<file path="src/verilog/ale_pkg.sv">
`default_nettype none
package ale_pkg;

  // Clock and time figures.
  localparam int unsigned CLK_KHZ          = 125000;
  localparam int unsigned PULSE_PERIOD_US  = 1000;
  localparam int unsigned BLINK_HALF_MS    = 250;
  localparam int unsigned PULSE_HALF_CYC   =
    (PULSE_PERIOD_US * (CLK_KHZ / 1000)) / 2;
  localparam int unsigned BLINK_HALF_CYC   = BLINK_HALF_MS * CLK_KHZ;
  localparam int unsigned CNT_W            = 32;

  // Pin widths.
  localparam int unsigned LEVEL_W          = 2;
  localparam int unsigned ADDR_W           = 2 * LEVEL_W;
  localparam int unsigned PIN_W            = 3 + 2 * LEVEL_W;

  // Register port.
  localparam int unsigned RA_W             = 4;
  localparam logic [RA_W-1:0] REG_STATUS   = 4'h0;
  localparam logic [RA_W-1:0] REG_CTRL     = 4'h4;
  localparam int unsigned ST_COND_LSB      = 0;
  localparam int unsigned ST_RS485_BIT     = 4;
  localparam int unsigned ST_MAIN_ON_BIT   = 5;
  localparam int unsigned ST_ADDR_LSB      = 8;
  localparam int unsigned ST_LED_LSB       = 12;
  localparam int unsigned CTRL_LAMP_BIT    = 0;
  localparam logic        CTRL_LAMP_RST    = 1'b0;

  // Displayed condition, ALE_OK first, then the rest most severe first.
  typedef enum logic [3:0] {
    ALE_OK        = 4'h0,
    ALE_THERM_SD  = 4'h1,
    ALE_LATCHED   = 4'h2,
    ALE_IN_ABSENT = 4'h3,
    ALE_IN_LIMITS = 4'h4,
    ALE_STANDBY   = 4'h5,
    ALE_OVERLOAD  = 4'h6,
    ALE_THERM_ALM = 4'h7,
    ALE_INT_FAIL  = 4'h8,
    ALE_COMM_FLT  = 4'h9,
    ALE_SVC_REQ   = 4'hA
  } ale_cond_e;

  // Internal condition flags, same clock as the encoder.
  typedef struct packed {
    logic thermal_alarm;
    logic thermal_shutdown;
    logic fuse_blown;
    logic boost_fail;
    logic ov_latched;
    logic input_out_of_limits;
    logic input_absent;
    logic overcurrent;
    logic internal_fail;
    logic service_request;
    logic comm_fault;
  } ale_flags_s;

  typedef struct packed {
    logic input_ok_led;
    logic output_ok_led;
    logic service_led;
    logic fault_led;
  } ale_led_s;

  // Open-drain alarm lines; oe high pulls the line low.
  typedef struct packed {
    logic fault_n_o;
    logic fault_n_oe;
    logic overtemp_warn_n_o;
    logic overtemp_warn_n_oe;
    logic output_health_n_o;
    logic output_health_n_oe;
    logic module_inserted_n_o;
    logic module_inserted_n_oe;
  } ale_alarm_s;

endpackage
`default_nettype wire

</file>
<file path="src/verilog/ale_sync.sv">
`timescale 1ns/1ps
`default_nettype none
module ale_sync #(
  parameter int unsigned W = 1
) (
  input  wire logic         clk,
  input  wire logic         nrst,
  input  wire logic [W-1:0] d,
  output logic      [W-1:0] q
);

  typedef struct packed {
    logic [W-1:0] meta;
    logic [W-1:0] sync;
  } ale_sync_s;

  ale_sync_s st;
  ale_sync_s next_st;

  if (W < 1) begin : g_bad_w
    $error("ale_sync width must be at least one");
  end

  // The first stage feeds only the second stage.
  always_comb begin
    next_st      = st;
    next_st.meta = d;
    next_st.sync = st.meta;
  end

  always_ff @(posedge clk) begin
    if (!nrst) begin
      st <= '0;
    end else begin
      st <= next_st;
    end
  end

  assign q = st.sync;

endmodule
`default_nettype wire

</file>
<file path="src/verilog/ale_encoder.sv">
// Contract
// - Alarm lines are open-drain active low, all but module present released when idle, and the normal pattern lights input ok and output ok only.
// - A thermal alarm pulls the warning line low and lights service while input ok and output ok stay lit.
// - Thermal shutdown pulls fault, warning and power good low, lights service and fault, darkens output ok.
// - Fuse, boost or latched overvoltage failure lights fault, darkens output ok and pulls fault and power good low.
// - Input out of limits blinks input ok, absent input darkens it, both pull power good low with all else off.
// - Overcurrent blinks output ok and pulses power good with a 1 ms period for as long as it lasts.
// - A non-shutdown internal failure lights fault and pulls the fault line low with both ok indicators lit.
// - In analog or PMBus mode the output runs only while output control is shorted, else remote standby shows.
// - A service request blinks service only in PMBus mode; other modes light service only for thermal warning or thermal shutdown.
// - A communications fault blinks the fault indicator only in RS485 mode with fault, warning and power good high and module present low.
// - An open protocol select pin chooses analog or PMBus mode and a strap resistor chooses RS485 mode.
// - Address bits A3 to A0 come from the first and second strapped address levels.
// - The main output is enabled only while the slot position sense sees the enabling strap.
// - Power good is pulled low whenever the main output may be lost.
// - Module present is held low in every condition while the unit is inserted.
`timescale 1ns/1ps
`default_nettype none
module ale_encoder #(
  parameter int unsigned BLINK_HALF = ale_pkg::BLINK_HALF_CYC,
  parameter int unsigned PULSE_HALF = ale_pkg::PULSE_HALF_CYC
) (
  input  wire logic                          clk,
  input  wire logic                          nrst,
  input  wire ale_pkg::ale_flags_s           flags,
  input  wire logic                          output_control_n,
  input  wire logic                          protocol_open,
  input  wire logic                          slot_position_sense,
  input  wire logic [ale_pkg::LEVEL_W-1:0]   address_level_first,
  input  wire logic [ale_pkg::LEVEL_W-1:0]   address_level_second,
  input  wire logic [ale_pkg::RA_W-1:0]      reg_addr,
  input  wire logic [31:0]                   reg_wdata,
  input  wire logic                          reg_we,
  input  wire logic                          reg_re,
  output logic      [31:0]                   reg_rdata,
  output ale_pkg::ale_led_s                  leds,
  output ale_pkg::ale_alarm_s                alarm,
  output logic                               main_output_on,
  output logic                               rs485_mode,
  output logic      [ale_pkg::ADDR_W-1:0]    i2c_addr_low
);

  typedef struct packed {
    logic [ale_pkg::CNT_W-1:0]  blink_cnt;
    logic                       blink;
    logic [ale_pkg::CNT_W-1:0]  pulse_cnt;
    logic                       pulse;
    ale_pkg::ale_cond_e         cond;
    ale_pkg::ale_led_s          led;
    ale_pkg::ale_alarm_s        alarm;
    logic                       main_on;
    logic                       rs485;
    logic [ale_pkg::ADDR_W-1:0] addr;
    logic                       lamp_test;
    logic [31:0]                rdata;
  } ale_state_s;

  ale_state_s st;
  ale_state_s next_st;

  logic [ale_pkg::PIN_W-1:0] pins_raw;
  logic [ale_pkg::PIN_W-1:0] pins_sync;
  logic                      ctl_shorted;
  logic                      proto_open_s;
  logic                      slot_ok_s;
  logic [ale_pkg::LEVEL_W-1:0] lvl_first_s;
  logic [ale_pkg::LEVEL_W-1:0] lvl_second_s;
  logic                      permit;
  logic                      pmbus;
  ale_pkg::ale_cond_e        cond_now;

  if (BLINK_HALF < 1 || PULSE_HALF < 1) begin : g_bad_count
    $error("ale_encoder blink and pulse counts must be at least one");
  end

  // Strap and control pins arrive from outside the clock domain.
  assign pins_raw = {output_control_n,
                     protocol_open,
                     slot_position_sense,
                     address_level_first,
                     address_level_second};

  ale_sync #(
    .W (ale_pkg::PIN_W)
  ) u_pin_sync (
    .clk  (clk),
    .nrst (nrst),
    .d    (pins_raw),
    .q    (pins_sync)
  );

  assign ctl_shorted  = ~pins_sync[ale_pkg::PIN_W-1];
  assign proto_open_s = pins_sync[ale_pkg::PIN_W-2];
  assign slot_ok_s    = pins_sync[ale_pkg::PIN_W-3];
  assign lvl_first_s  = pins_sync[2*ale_pkg::LEVEL_W-1:ale_pkg::LEVEL_W];
  assign lvl_second_s = pins_sync[ale_pkg::LEVEL_W-1:0];

  // An open protocol pin means analog or PMBus operation.
  assign pmbus = proto_open_s;

  // Output control only matters outside RS485 mode.
  assign permit = slot_ok_s && (!pmbus || ctl_shorted);

  // Severity order: shutdowns, then input loss, then standby, then
  // warnings and requests. Only one pattern can be shown at a time.
  always_comb begin
    if (flags.thermal_shutdown) begin
      cond_now = ale_pkg::ALE_THERM_SD;
    end else if (flags.fuse_blown || flags.boost_fail ||
                 flags.ov_latched) begin
      cond_now = ale_pkg::ALE_LATCHED;
    end else if (flags.input_absent) begin
      cond_now = ale_pkg::ALE_IN_ABSENT;
    end else if (flags.input_out_of_limits) begin
      cond_now = ale_pkg::ALE_IN_LIMITS;
    end else if (!permit) begin
      cond_now = ale_pkg::ALE_STANDBY;
    end else if (flags.overcurrent) begin
      cond_now = ale_pkg::ALE_OVERLOAD;
    end else if (flags.thermal_alarm) begin
      cond_now = ale_pkg::ALE_THERM_ALM;
    end else if (flags.internal_fail) begin
      cond_now = ale_pkg::ALE_INT_FAIL;
    end else if (flags.comm_fault && !pmbus) begin
      cond_now = ale_pkg::ALE_COMM_FLT;
    end else if (flags.service_request && pmbus) begin
      cond_now = ale_pkg::ALE_SVC_REQ;
    end else begin
      cond_now = ale_pkg::ALE_OK;
    end
  end

  always_comb begin
    next_st = st;

    // Free-running blink generator and overload-gated power-good pulse generator.
    if (st.blink_cnt >= ale_pkg::CNT_W'(BLINK_HALF - 1)) begin
      next_st.blink_cnt = '0;
      next_st.blink     = ~st.blink;
    end else begin
      next_st.blink_cnt = st.blink_cnt + 1'b1;
    end
    // The pulse restarts on each overload so every episode begins low.
    // The restart looks at the live condition so the first low phase
    // is as long as every later one.
    if (cond_now != ale_pkg::ALE_OVERLOAD) begin
      next_st.pulse_cnt = '0;
      next_st.pulse     = 1'b1;
    end else if (st.pulse_cnt >= ale_pkg::CNT_W'(PULSE_HALF - 1)) begin
      next_st.pulse_cnt = '0;
      next_st.pulse     = ~st.pulse;
    end else begin
      next_st.pulse_cnt = st.pulse_cnt + 1'b1;
    end

    next_st.cond  = cond_now;
    next_st.rs485 = ~pmbus;
    next_st.addr  = {lvl_first_s, lvl_second_s};

    next_st.main_on = permit &&
                      (cond_now != ale_pkg::ALE_THERM_SD) &&
                      (cond_now != ale_pkg::ALE_LATCHED) &&
                      (cond_now != ale_pkg::ALE_IN_ABSENT) &&
                      (cond_now != ale_pkg::ALE_IN_LIMITS);

    // Pin levels are always low when enabled; the enable carries state.
    next_st.alarm                      = '0;
    next_st.alarm.module_inserted_n_oe = 1'b1;

    // Defaults are the normal pattern.
    next_st.led.input_ok_led  = 1'b1;
    next_st.led.output_ok_led = 1'b1;
    next_st.led.service_led   = 1'b0;
    next_st.led.fault_led     = 1'b0;

    case (cond_now)
      ale_pkg::ALE_OK: begin
        next_st.led = next_st.led;
      end
      ale_pkg::ALE_THERM_ALM: begin
        next_st.led.service_led          = 1'b1;
        next_st.alarm.overtemp_warn_n_oe = 1'b1;
      end
      ale_pkg::ALE_THERM_SD: begin
        next_st.led.output_ok_led        = 1'b0;
        next_st.led.service_led          = 1'b1;
        next_st.led.fault_led            = 1'b1;
        next_st.alarm.fault_n_oe         = 1'b1;
        next_st.alarm.overtemp_warn_n_oe = 1'b1;
        next_st.alarm.output_health_n_oe = 1'b1;
      end
      ale_pkg::ALE_LATCHED: begin
        next_st.led.output_ok_led        = 1'b0;
        next_st.led.fault_led            = 1'b1;
        next_st.alarm.fault_n_oe         = 1'b1;
        next_st.alarm.output_health_n_oe = 1'b1;
      end
      ale_pkg::ALE_IN_LIMITS: begin
        next_st.led.input_ok_led         = st.blink;
        next_st.led.output_ok_led        = 1'b0;
        next_st.alarm.output_health_n_oe = 1'b1;
      end
      ale_pkg::ALE_IN_ABSENT: begin
        next_st.led.input_ok_led         = 1'b0;
        next_st.led.output_ok_led        = 1'b0;
        next_st.alarm.output_health_n_oe = 1'b1;
      end
      ale_pkg::ALE_STANDBY: begin
        next_st.led.output_ok_led        = 1'b0;
        next_st.alarm.output_health_n_oe = 1'b1;
      end
      ale_pkg::ALE_OVERLOAD: begin
        next_st.led.output_ok_led        = st.blink;
        next_st.alarm.output_health_n_oe = st.pulse;
      end
      ale_pkg::ALE_INT_FAIL: begin
        next_st.led.fault_led    = 1'b1;
        next_st.alarm.fault_n_oe = 1'b1;
      end
      ale_pkg::ALE_COMM_FLT: begin
        next_st.led.fault_led = st.blink;
      end
      ale_pkg::ALE_SVC_REQ: begin
        next_st.led.service_led = st.blink;
      end
      default: begin
        next_st.led = next_st.led;
      end
    endcase

    // Lamp test lights every indicator but never touches the alarm lines.
    if (st.lamp_test) begin
      next_st.led = '1;
    end

    if (reg_we && reg_addr == ale_pkg::REG_CTRL) begin
      next_st.lamp_test = reg_wdata[ale_pkg::CTRL_LAMP_BIT];
    end

    // Read data stand for exactly one cycle after the strobe.
    next_st.rdata = '0;
    if (reg_re) begin
      case (reg_addr)
        ale_pkg::REG_STATUS: begin
          next_st.rdata[ale_pkg::ST_COND_LSB +: 4]       = st.cond;
          next_st.rdata[ale_pkg::ST_RS485_BIT]           = st.rs485;
          next_st.rdata[ale_pkg::ST_MAIN_ON_BIT]         = st.main_on;
          next_st.rdata[ale_pkg::ST_ADDR_LSB +:
                        ale_pkg::ADDR_W]                 = st.addr;
          next_st.rdata[ale_pkg::ST_LED_LSB +: 4]        = st.led;
        end
        ale_pkg::REG_CTRL: begin
          next_st.rdata[ale_pkg::CTRL_LAMP_BIT] = st.lamp_test;
        end
        default: begin
          next_st.rdata = '0;
        end
      endcase
    end
  end

  // Reset shows a unit with no output yet: power good pulled low,
  // presence asserted, other lines released and indicators dark.
  always_ff @(posedge clk) begin
    if (!nrst) begin
      st                          <= '0;
      st.cond                     <= ale_pkg::ALE_STANDBY;
      st.pulse                    <= 1'b1;
      st.alarm.output_health_n_oe <= 1'b1;
      st.alarm.module_inserted_n_oe <= 1'b1;
      st.lamp_test                <= ale_pkg::CTRL_LAMP_RST;
    end else begin
      st <= next_st;
    end
  end

  assign reg_rdata      = st.rdata;
  assign leds           = st.led;
  assign alarm          = st.alarm;
  assign main_output_on = st.main_on;
  assign rs485_mode     = st.rs485;
  assign i2c_addr_low   = st.addr;

endmodule
`default_nettype wire

</file>
<file path="config.mk">
export PLATFORM = sky130hd
export DESIGN_NAME = ale_encoder
export DESIGN_NICKNAME = d
export VERILOG_FILES = /design/src/verilog/ale_pkg.sv /design/src/verilog/ale_sync.sv /design/src/verilog/ale_encoder.sv
export SDC_FILE = /design/constraint.sdc
export NUM_CORES = 1
export LEC_CHECK = 0
export CAP_MARGIN = 20
export CORE_UTILIZATION = 55
export DETAILED_ROUTE_END_ITERATION = 12
export DONT_BUFFER_PORTS = 1
export PLACE_DENSITY = 0.75
export SYNTH_ARGS = -nofsm -noshare
export SYNTH_HDL_FRONTEND = slang
export SYNTH_HIERARCHICAL = 1
export SYNTH_SLANG_ARGS = --single-unit
</file>
<file path="constraint.sdc">
create_clock -name clk -period 2.1 [get_ports clk]
set_input_delay 0.105 -clock clk [delete_from_list [all_inputs] [get_ports clk]]
set_output_delay 0.105 -clock clk [all_outputs]
set_load 0.005 [all_outputs]
</file>
-- Word-level counts from Yosys, hierarchy flattened
Index checks and enable logic that the tools add are counted.
- bits in registers: 135
- $add $sub $neg: 2
- $lt $le $gt $ge: 2
- eq/ne operators: 16
- multiplexer cells: 19
- bitwise operators: 5
- reductions and logical operators: 21
- operators by type and width (cell ; count):
    32-bit by 1-bit adder with 32-bit output (second input constant) ; 2
    4-bit 2-to-1 mux ; 11
    32-bit by 16-bit >= comparator with 1-bit output (second input constant) ; 1
    32-bit by 25-bit >= comparator with 1-bit output (second input constant) ; 1
    4-bit by 3-bit == test with 1-bit output (second input constant) ; 5
    4-bit == test (second input constant) ; 3
    1-bit one-hot mux with 2 select lines ; 6
    4-bit by 2-bit == test with 1-bit output (second input constant) ; 2
    1-bit logical AND ; 8
    4-bit by 2-bit inequality test with 1-bit output (second input constant) ; 2
    4-bit by 3-bit inequality test with 1-bit output (second input constant) ; 2
    2-bit OR reduction ; 3
    3-bit OR reduction ; 2
    1-bit inverter ; 5
    5-bit OR reduction ; 1
    4-bit by 1-bit == test with 1-bit output (second input constant) ; 1
    4-bit logical NOT ; 1
    4-bit by 1-bit inequality test with 1-bit output (second input constant) ; 1
    1-bit logical OR ; 3
    3-bit AND reduction ; 1
    1-bit 2-to-1 mux ; 2
    2-bit AND reduction ; 1
    1-bit logical NOT ; 1

-- Depth between registers and ports, before layout
- depth after elaboration: 16
- mapped depth: 7
- gate-level depth less buffers: 6

-- Hierarchy
Netlist, hierarchy kept.
- modules (own cells, without submodules) (module ; times used ; cells each ; area each (sq um)):
    ale_encoder ; 1 ; 427 ; 4117.7
    ale_sync ; 1 ; 29 ; 391.6

-- Worst setup path after synthesis
No wires, ideal clock.
- path kind: reg2reg
- start: register st[89] in the netlist's numbering
- end: register st[106] in the netlist's numbering
- library setup time: 0.117 ns
- data arrival time: 1.672 ns
- data required time: 1.983 ns
- path slack: 0.311 ns
- stages on the path, launching flop included: 8
- path buffers: 1
- cell sequence: dfxtp_1 -> ha_1 -> nand3_1 -> a211oi_1 -> nor4_2 -> o311ai_4 -> buf_2 -> nor2_1
- cells in the longest elaborated chain, start to end: 2
- elaborated cells between the ends (all ways): 3
- ends and longest elaborated chain (what ; line ; source):
    start: declaration ; ale_encoder.sv:58 ; ale_state_s st;
    start signal: assignment ; ale_encoder.sv:273 ; st <= next_st;
    32-bit by 25-bit >= comparator with 1-bit output ; ale_encoder.sv:137 ; if (st.blink_cnt >= ale_pkg::CNT_W'(BLINK_HALF - 1)) begin
    2-bit OR reduction (no source line) ; -- ;
Parallel ways exist; a longest one is shown, timed or not.
A chain may end at the register's enable or synchronous reset.

-- Worst setup path in the final report
- start: register st[56] in the netlist's numbering
- end: register st[63] in the netlist's numbering
- cells in the longest elaborated chain, start to end: 2
- elaborated cells between the ends (all ways): 3
- ends and longest elaborated chain (what ; line ; source):
    32-bit by 16-bit >= comparator with 1-bit output ; ale_encoder.sv:149 ; end else if (st.pulse_cnt >= ale_pkg::CNT_W'(PULSE_HALF - 1)) begin
    3-bit OR reduction (no source line) ; -- ;
Parallel ways exist; a longest one is shown, timed or not.

==> out/results.ini <==
[outcome]
status=completed

[worst_setup_path]
cp.arrival_ps=2270
cpPeakStageDelay_ps=360
start_kind=register
crit_slowest_cell=dfxtp_1
crit_chain=ha_1 > o41a_1 > o21ai_0 > a211o_1 > nand3_4 > nor2_1
worstPathMaxFanout=16
critPathTopFamily=compound AO/OA/AOI/OAI gates
end_kind=register
worstSetupPathType=reg2reg
timing.critical_path.buf_inv=0
required_ps=2380

[timing]
fmax_mhz=504
hold_viol_final=0
setup_violations=0
slew_viol_final=0
rsz0062_at_grt=false
setup_tns_ps=0
min_period_ps=1980
worst_slew_pin_slew_ps=825
finalCritPeriodShare_pct=94.5
slew-limit-headroom_pct=45.0
skew_ps=17.4

[yosys]
synth_edf_count=0
netlist_area_sq_um=4510
seq_area_frac_synth_pct=49.7
synth-main-ff-cell=dfxtp_1
syn-instance-count=456
yosys_warnings=6
synth-async-reset-ratio_pct=0
ys_ff_latch=112
avgSynthCellArea_sq_um=9.89
synth_cell_types=55

[die]
rows=32
coreArea_sq_um=7850
fp.dieW_um=92.5
ios=108
die-height_um=92.5
start_util_pct=57.5
dieArea_sq_um=8560

[routing]
dr.pass1.iters=4
vias_per_cell=5.00
post_drt_wl_per_cell_um=12.4
ant_nets=0
routed_wl_mm=7.21
via_count=2911
drt_iter0_markers=102
drc=0

[final_layout]
nFillCells=655
fin_area_sq_um=4810
ff_latch_area_sq_um=2240
area_delta_synth_final_pct=6.74
layout_common_cells=112 x dfxtp_1, 48 x nor2_1, 46 x conb_1, 25 x nand2_1
multi_input_area_sq_um=1950
diodes=0
fin_cells=582
layout.nets=535
layout_commonest_cell=dfxtp_1
drive_gt1_share_pct=11.7

[clock_network]
numClockSinks=112
worstSkewPairLatency_ps=370
cts_made_buffers=9
cts_tree=yes
post-cts-setup-buffers=0
h-tree-depth=3
clk_pin_slew_worst_paths_ps=120
root_buffer=clkbuf_8
cts_max_path_buffers=2

[place]
gp_congestion=0.829
io_buffers=0
hpwl_mm=5.06
dp_cells=549
place_area_sq_um=4430

[power_and_ir_drop]
peakVddDrop_v=0.000317
p_leak_nw=1.80
p_per_area_nw_per_um2=743

[global_route]
grt_max_degree=28
top_usage_layer=met2
grt_pass1_wl_mm=12.1
use_met2_pct=30.7
grt_pass1_vias=2741
grt_util_met1_pct=20.9
antenna_found_initial=0
gr-total-overflow=0
use_met3_pct=3.94
track_usage_pct=17.7

[run]
drv_cap=0

[worst_hold_path]
hold_class=in2reg

==> per-layer routing <==
| layer | share of wire [%] | wire (um) |
|---|---|---|
| met5 | 0 | 0 |
| met4 | 1.4 | 102 |
| met2 | 49 | 3530 |
| met1 | 44 | 3170 |
| met3 | 5.7 | 411 |
==> kinds of logic after synthesis <==
family | share of synthesized area, %
buffers and inverters | 10.8
DFF | 49.7
other | 0.167
and+or+nand+nor | 24.3
AOI/OAI and AO/OA | 6.46
muxes | 0.888
xor gates and xnor gates | 7.19
adders and majority gates | 0.555
==> through the flow <==
stage                     worst slack (ps)  total power [mW]  util [%]  hold WS, ps
final                                  116              3.58      61.3         14.0
after global routing                  27.3              3.74      61.3         30.9
after detailed placement               148              2.32      56.5          175
after CTS                             97.5              3.62      61.0         2.73
after global placement                 222              2.32      56.5          174
after floorplan                        311              2.36         -          232
==> final timing paths <==
check	startpoint	end	slack, ps	depth (start not counted)
worst min register to register	st[52]	reg_rdata[1]	440	1
worst max register to register	st[56]	st[63]	120	6
worst max-delay path	st[56]	st[63]	120	6
worst min-delay path	flags[9]	leds[3]	10	2
==> sequential cells by signal (all words and copies together) (netlist names) <==
name and flops:
alarm 3, i2c_addr_low 4, main_output_on 1, u_pin_sync/q 7, reg_rdata 14, u_pin_sync/next_st 7, rs485_mode 1, st 71
leds 4
==> power breakdown <==
part / leakage [nW] / switching, mW / internal (mW)
Sequential: 0.918 / 0.0206 / 2.18
Clock: 0.105 / 0.788 / 0.483
Combinational: 0.779 / 0.0597 / 0.0505
==> final cells by class <==
class                   count  area share (%)
repair buffers             23            4.78
multi-input cells         314            40.4
flip-flops and latches    112            46.6
clock inverters             7            1.79
clock buffers               9            2.57
inverters                  15            1.17
well taps                 102            2.65
==> timing repair <==
action,CTS,global route
endpoints found under the hold margin,34,1
hold buffers,15,2
resized for setup,0,1
setup endpoints to repair,0,16
==> worst reg2reg max path: stages (launching register included) <==
cell and delay, ps:
dfxtp_1 360, ha_1 250, o41a_1 300, o21ai_0 220, a211o_1 240, nand3_4 310
nor2_1 230
==> Yosys cell counts, types with 2 or more instances <==
library cell / number / area share, %
a21boi_0: 2 / 0.33
nand3_1: 18 / 2.0
buf_4: 48 / 8.0
clkbuf_1: 6 / 0.50
nand2b_1: 2 / 0.28
conb_1: 2 / 0.17
and2_2: 10 / 1.7
and4_1: 2 / 0.39
o21a_1: 2 / 0.33
a311oi_1: 2 / 0.39
dfxtp_1: 112 / 50
and2_1: 21 / 2.9
nand4_1: 10 / 1.4
or4_1: 2 / 0.33
nor2_2: 2 / 0.28
o21ai_0: 6 / 0.67
nor4_2: 4 / 1.1
mux2i_1: 4 / 0.89
a31oi_1: 2 / 0.28
xor2_1: 16 / 3.1
xnor2_1: 21 / 4.1
nor2_4: 9 / 2.2
nor2_1: 48 / 4.0
nor3_1: 10 / 1.1
inv_1: 15 / 1.2
a21oi_1: 4 / 0.44
a211oi_1: 2 / 0.33
buf_2: 3 / 0.33
nand2_1: 25 / 2.1
nor4_1: 9 / 1.2
ha_1: 2 / 0.55
and3_1: 12 / 1.7
No activity file was read; power rests on OpenSTA's default activity.
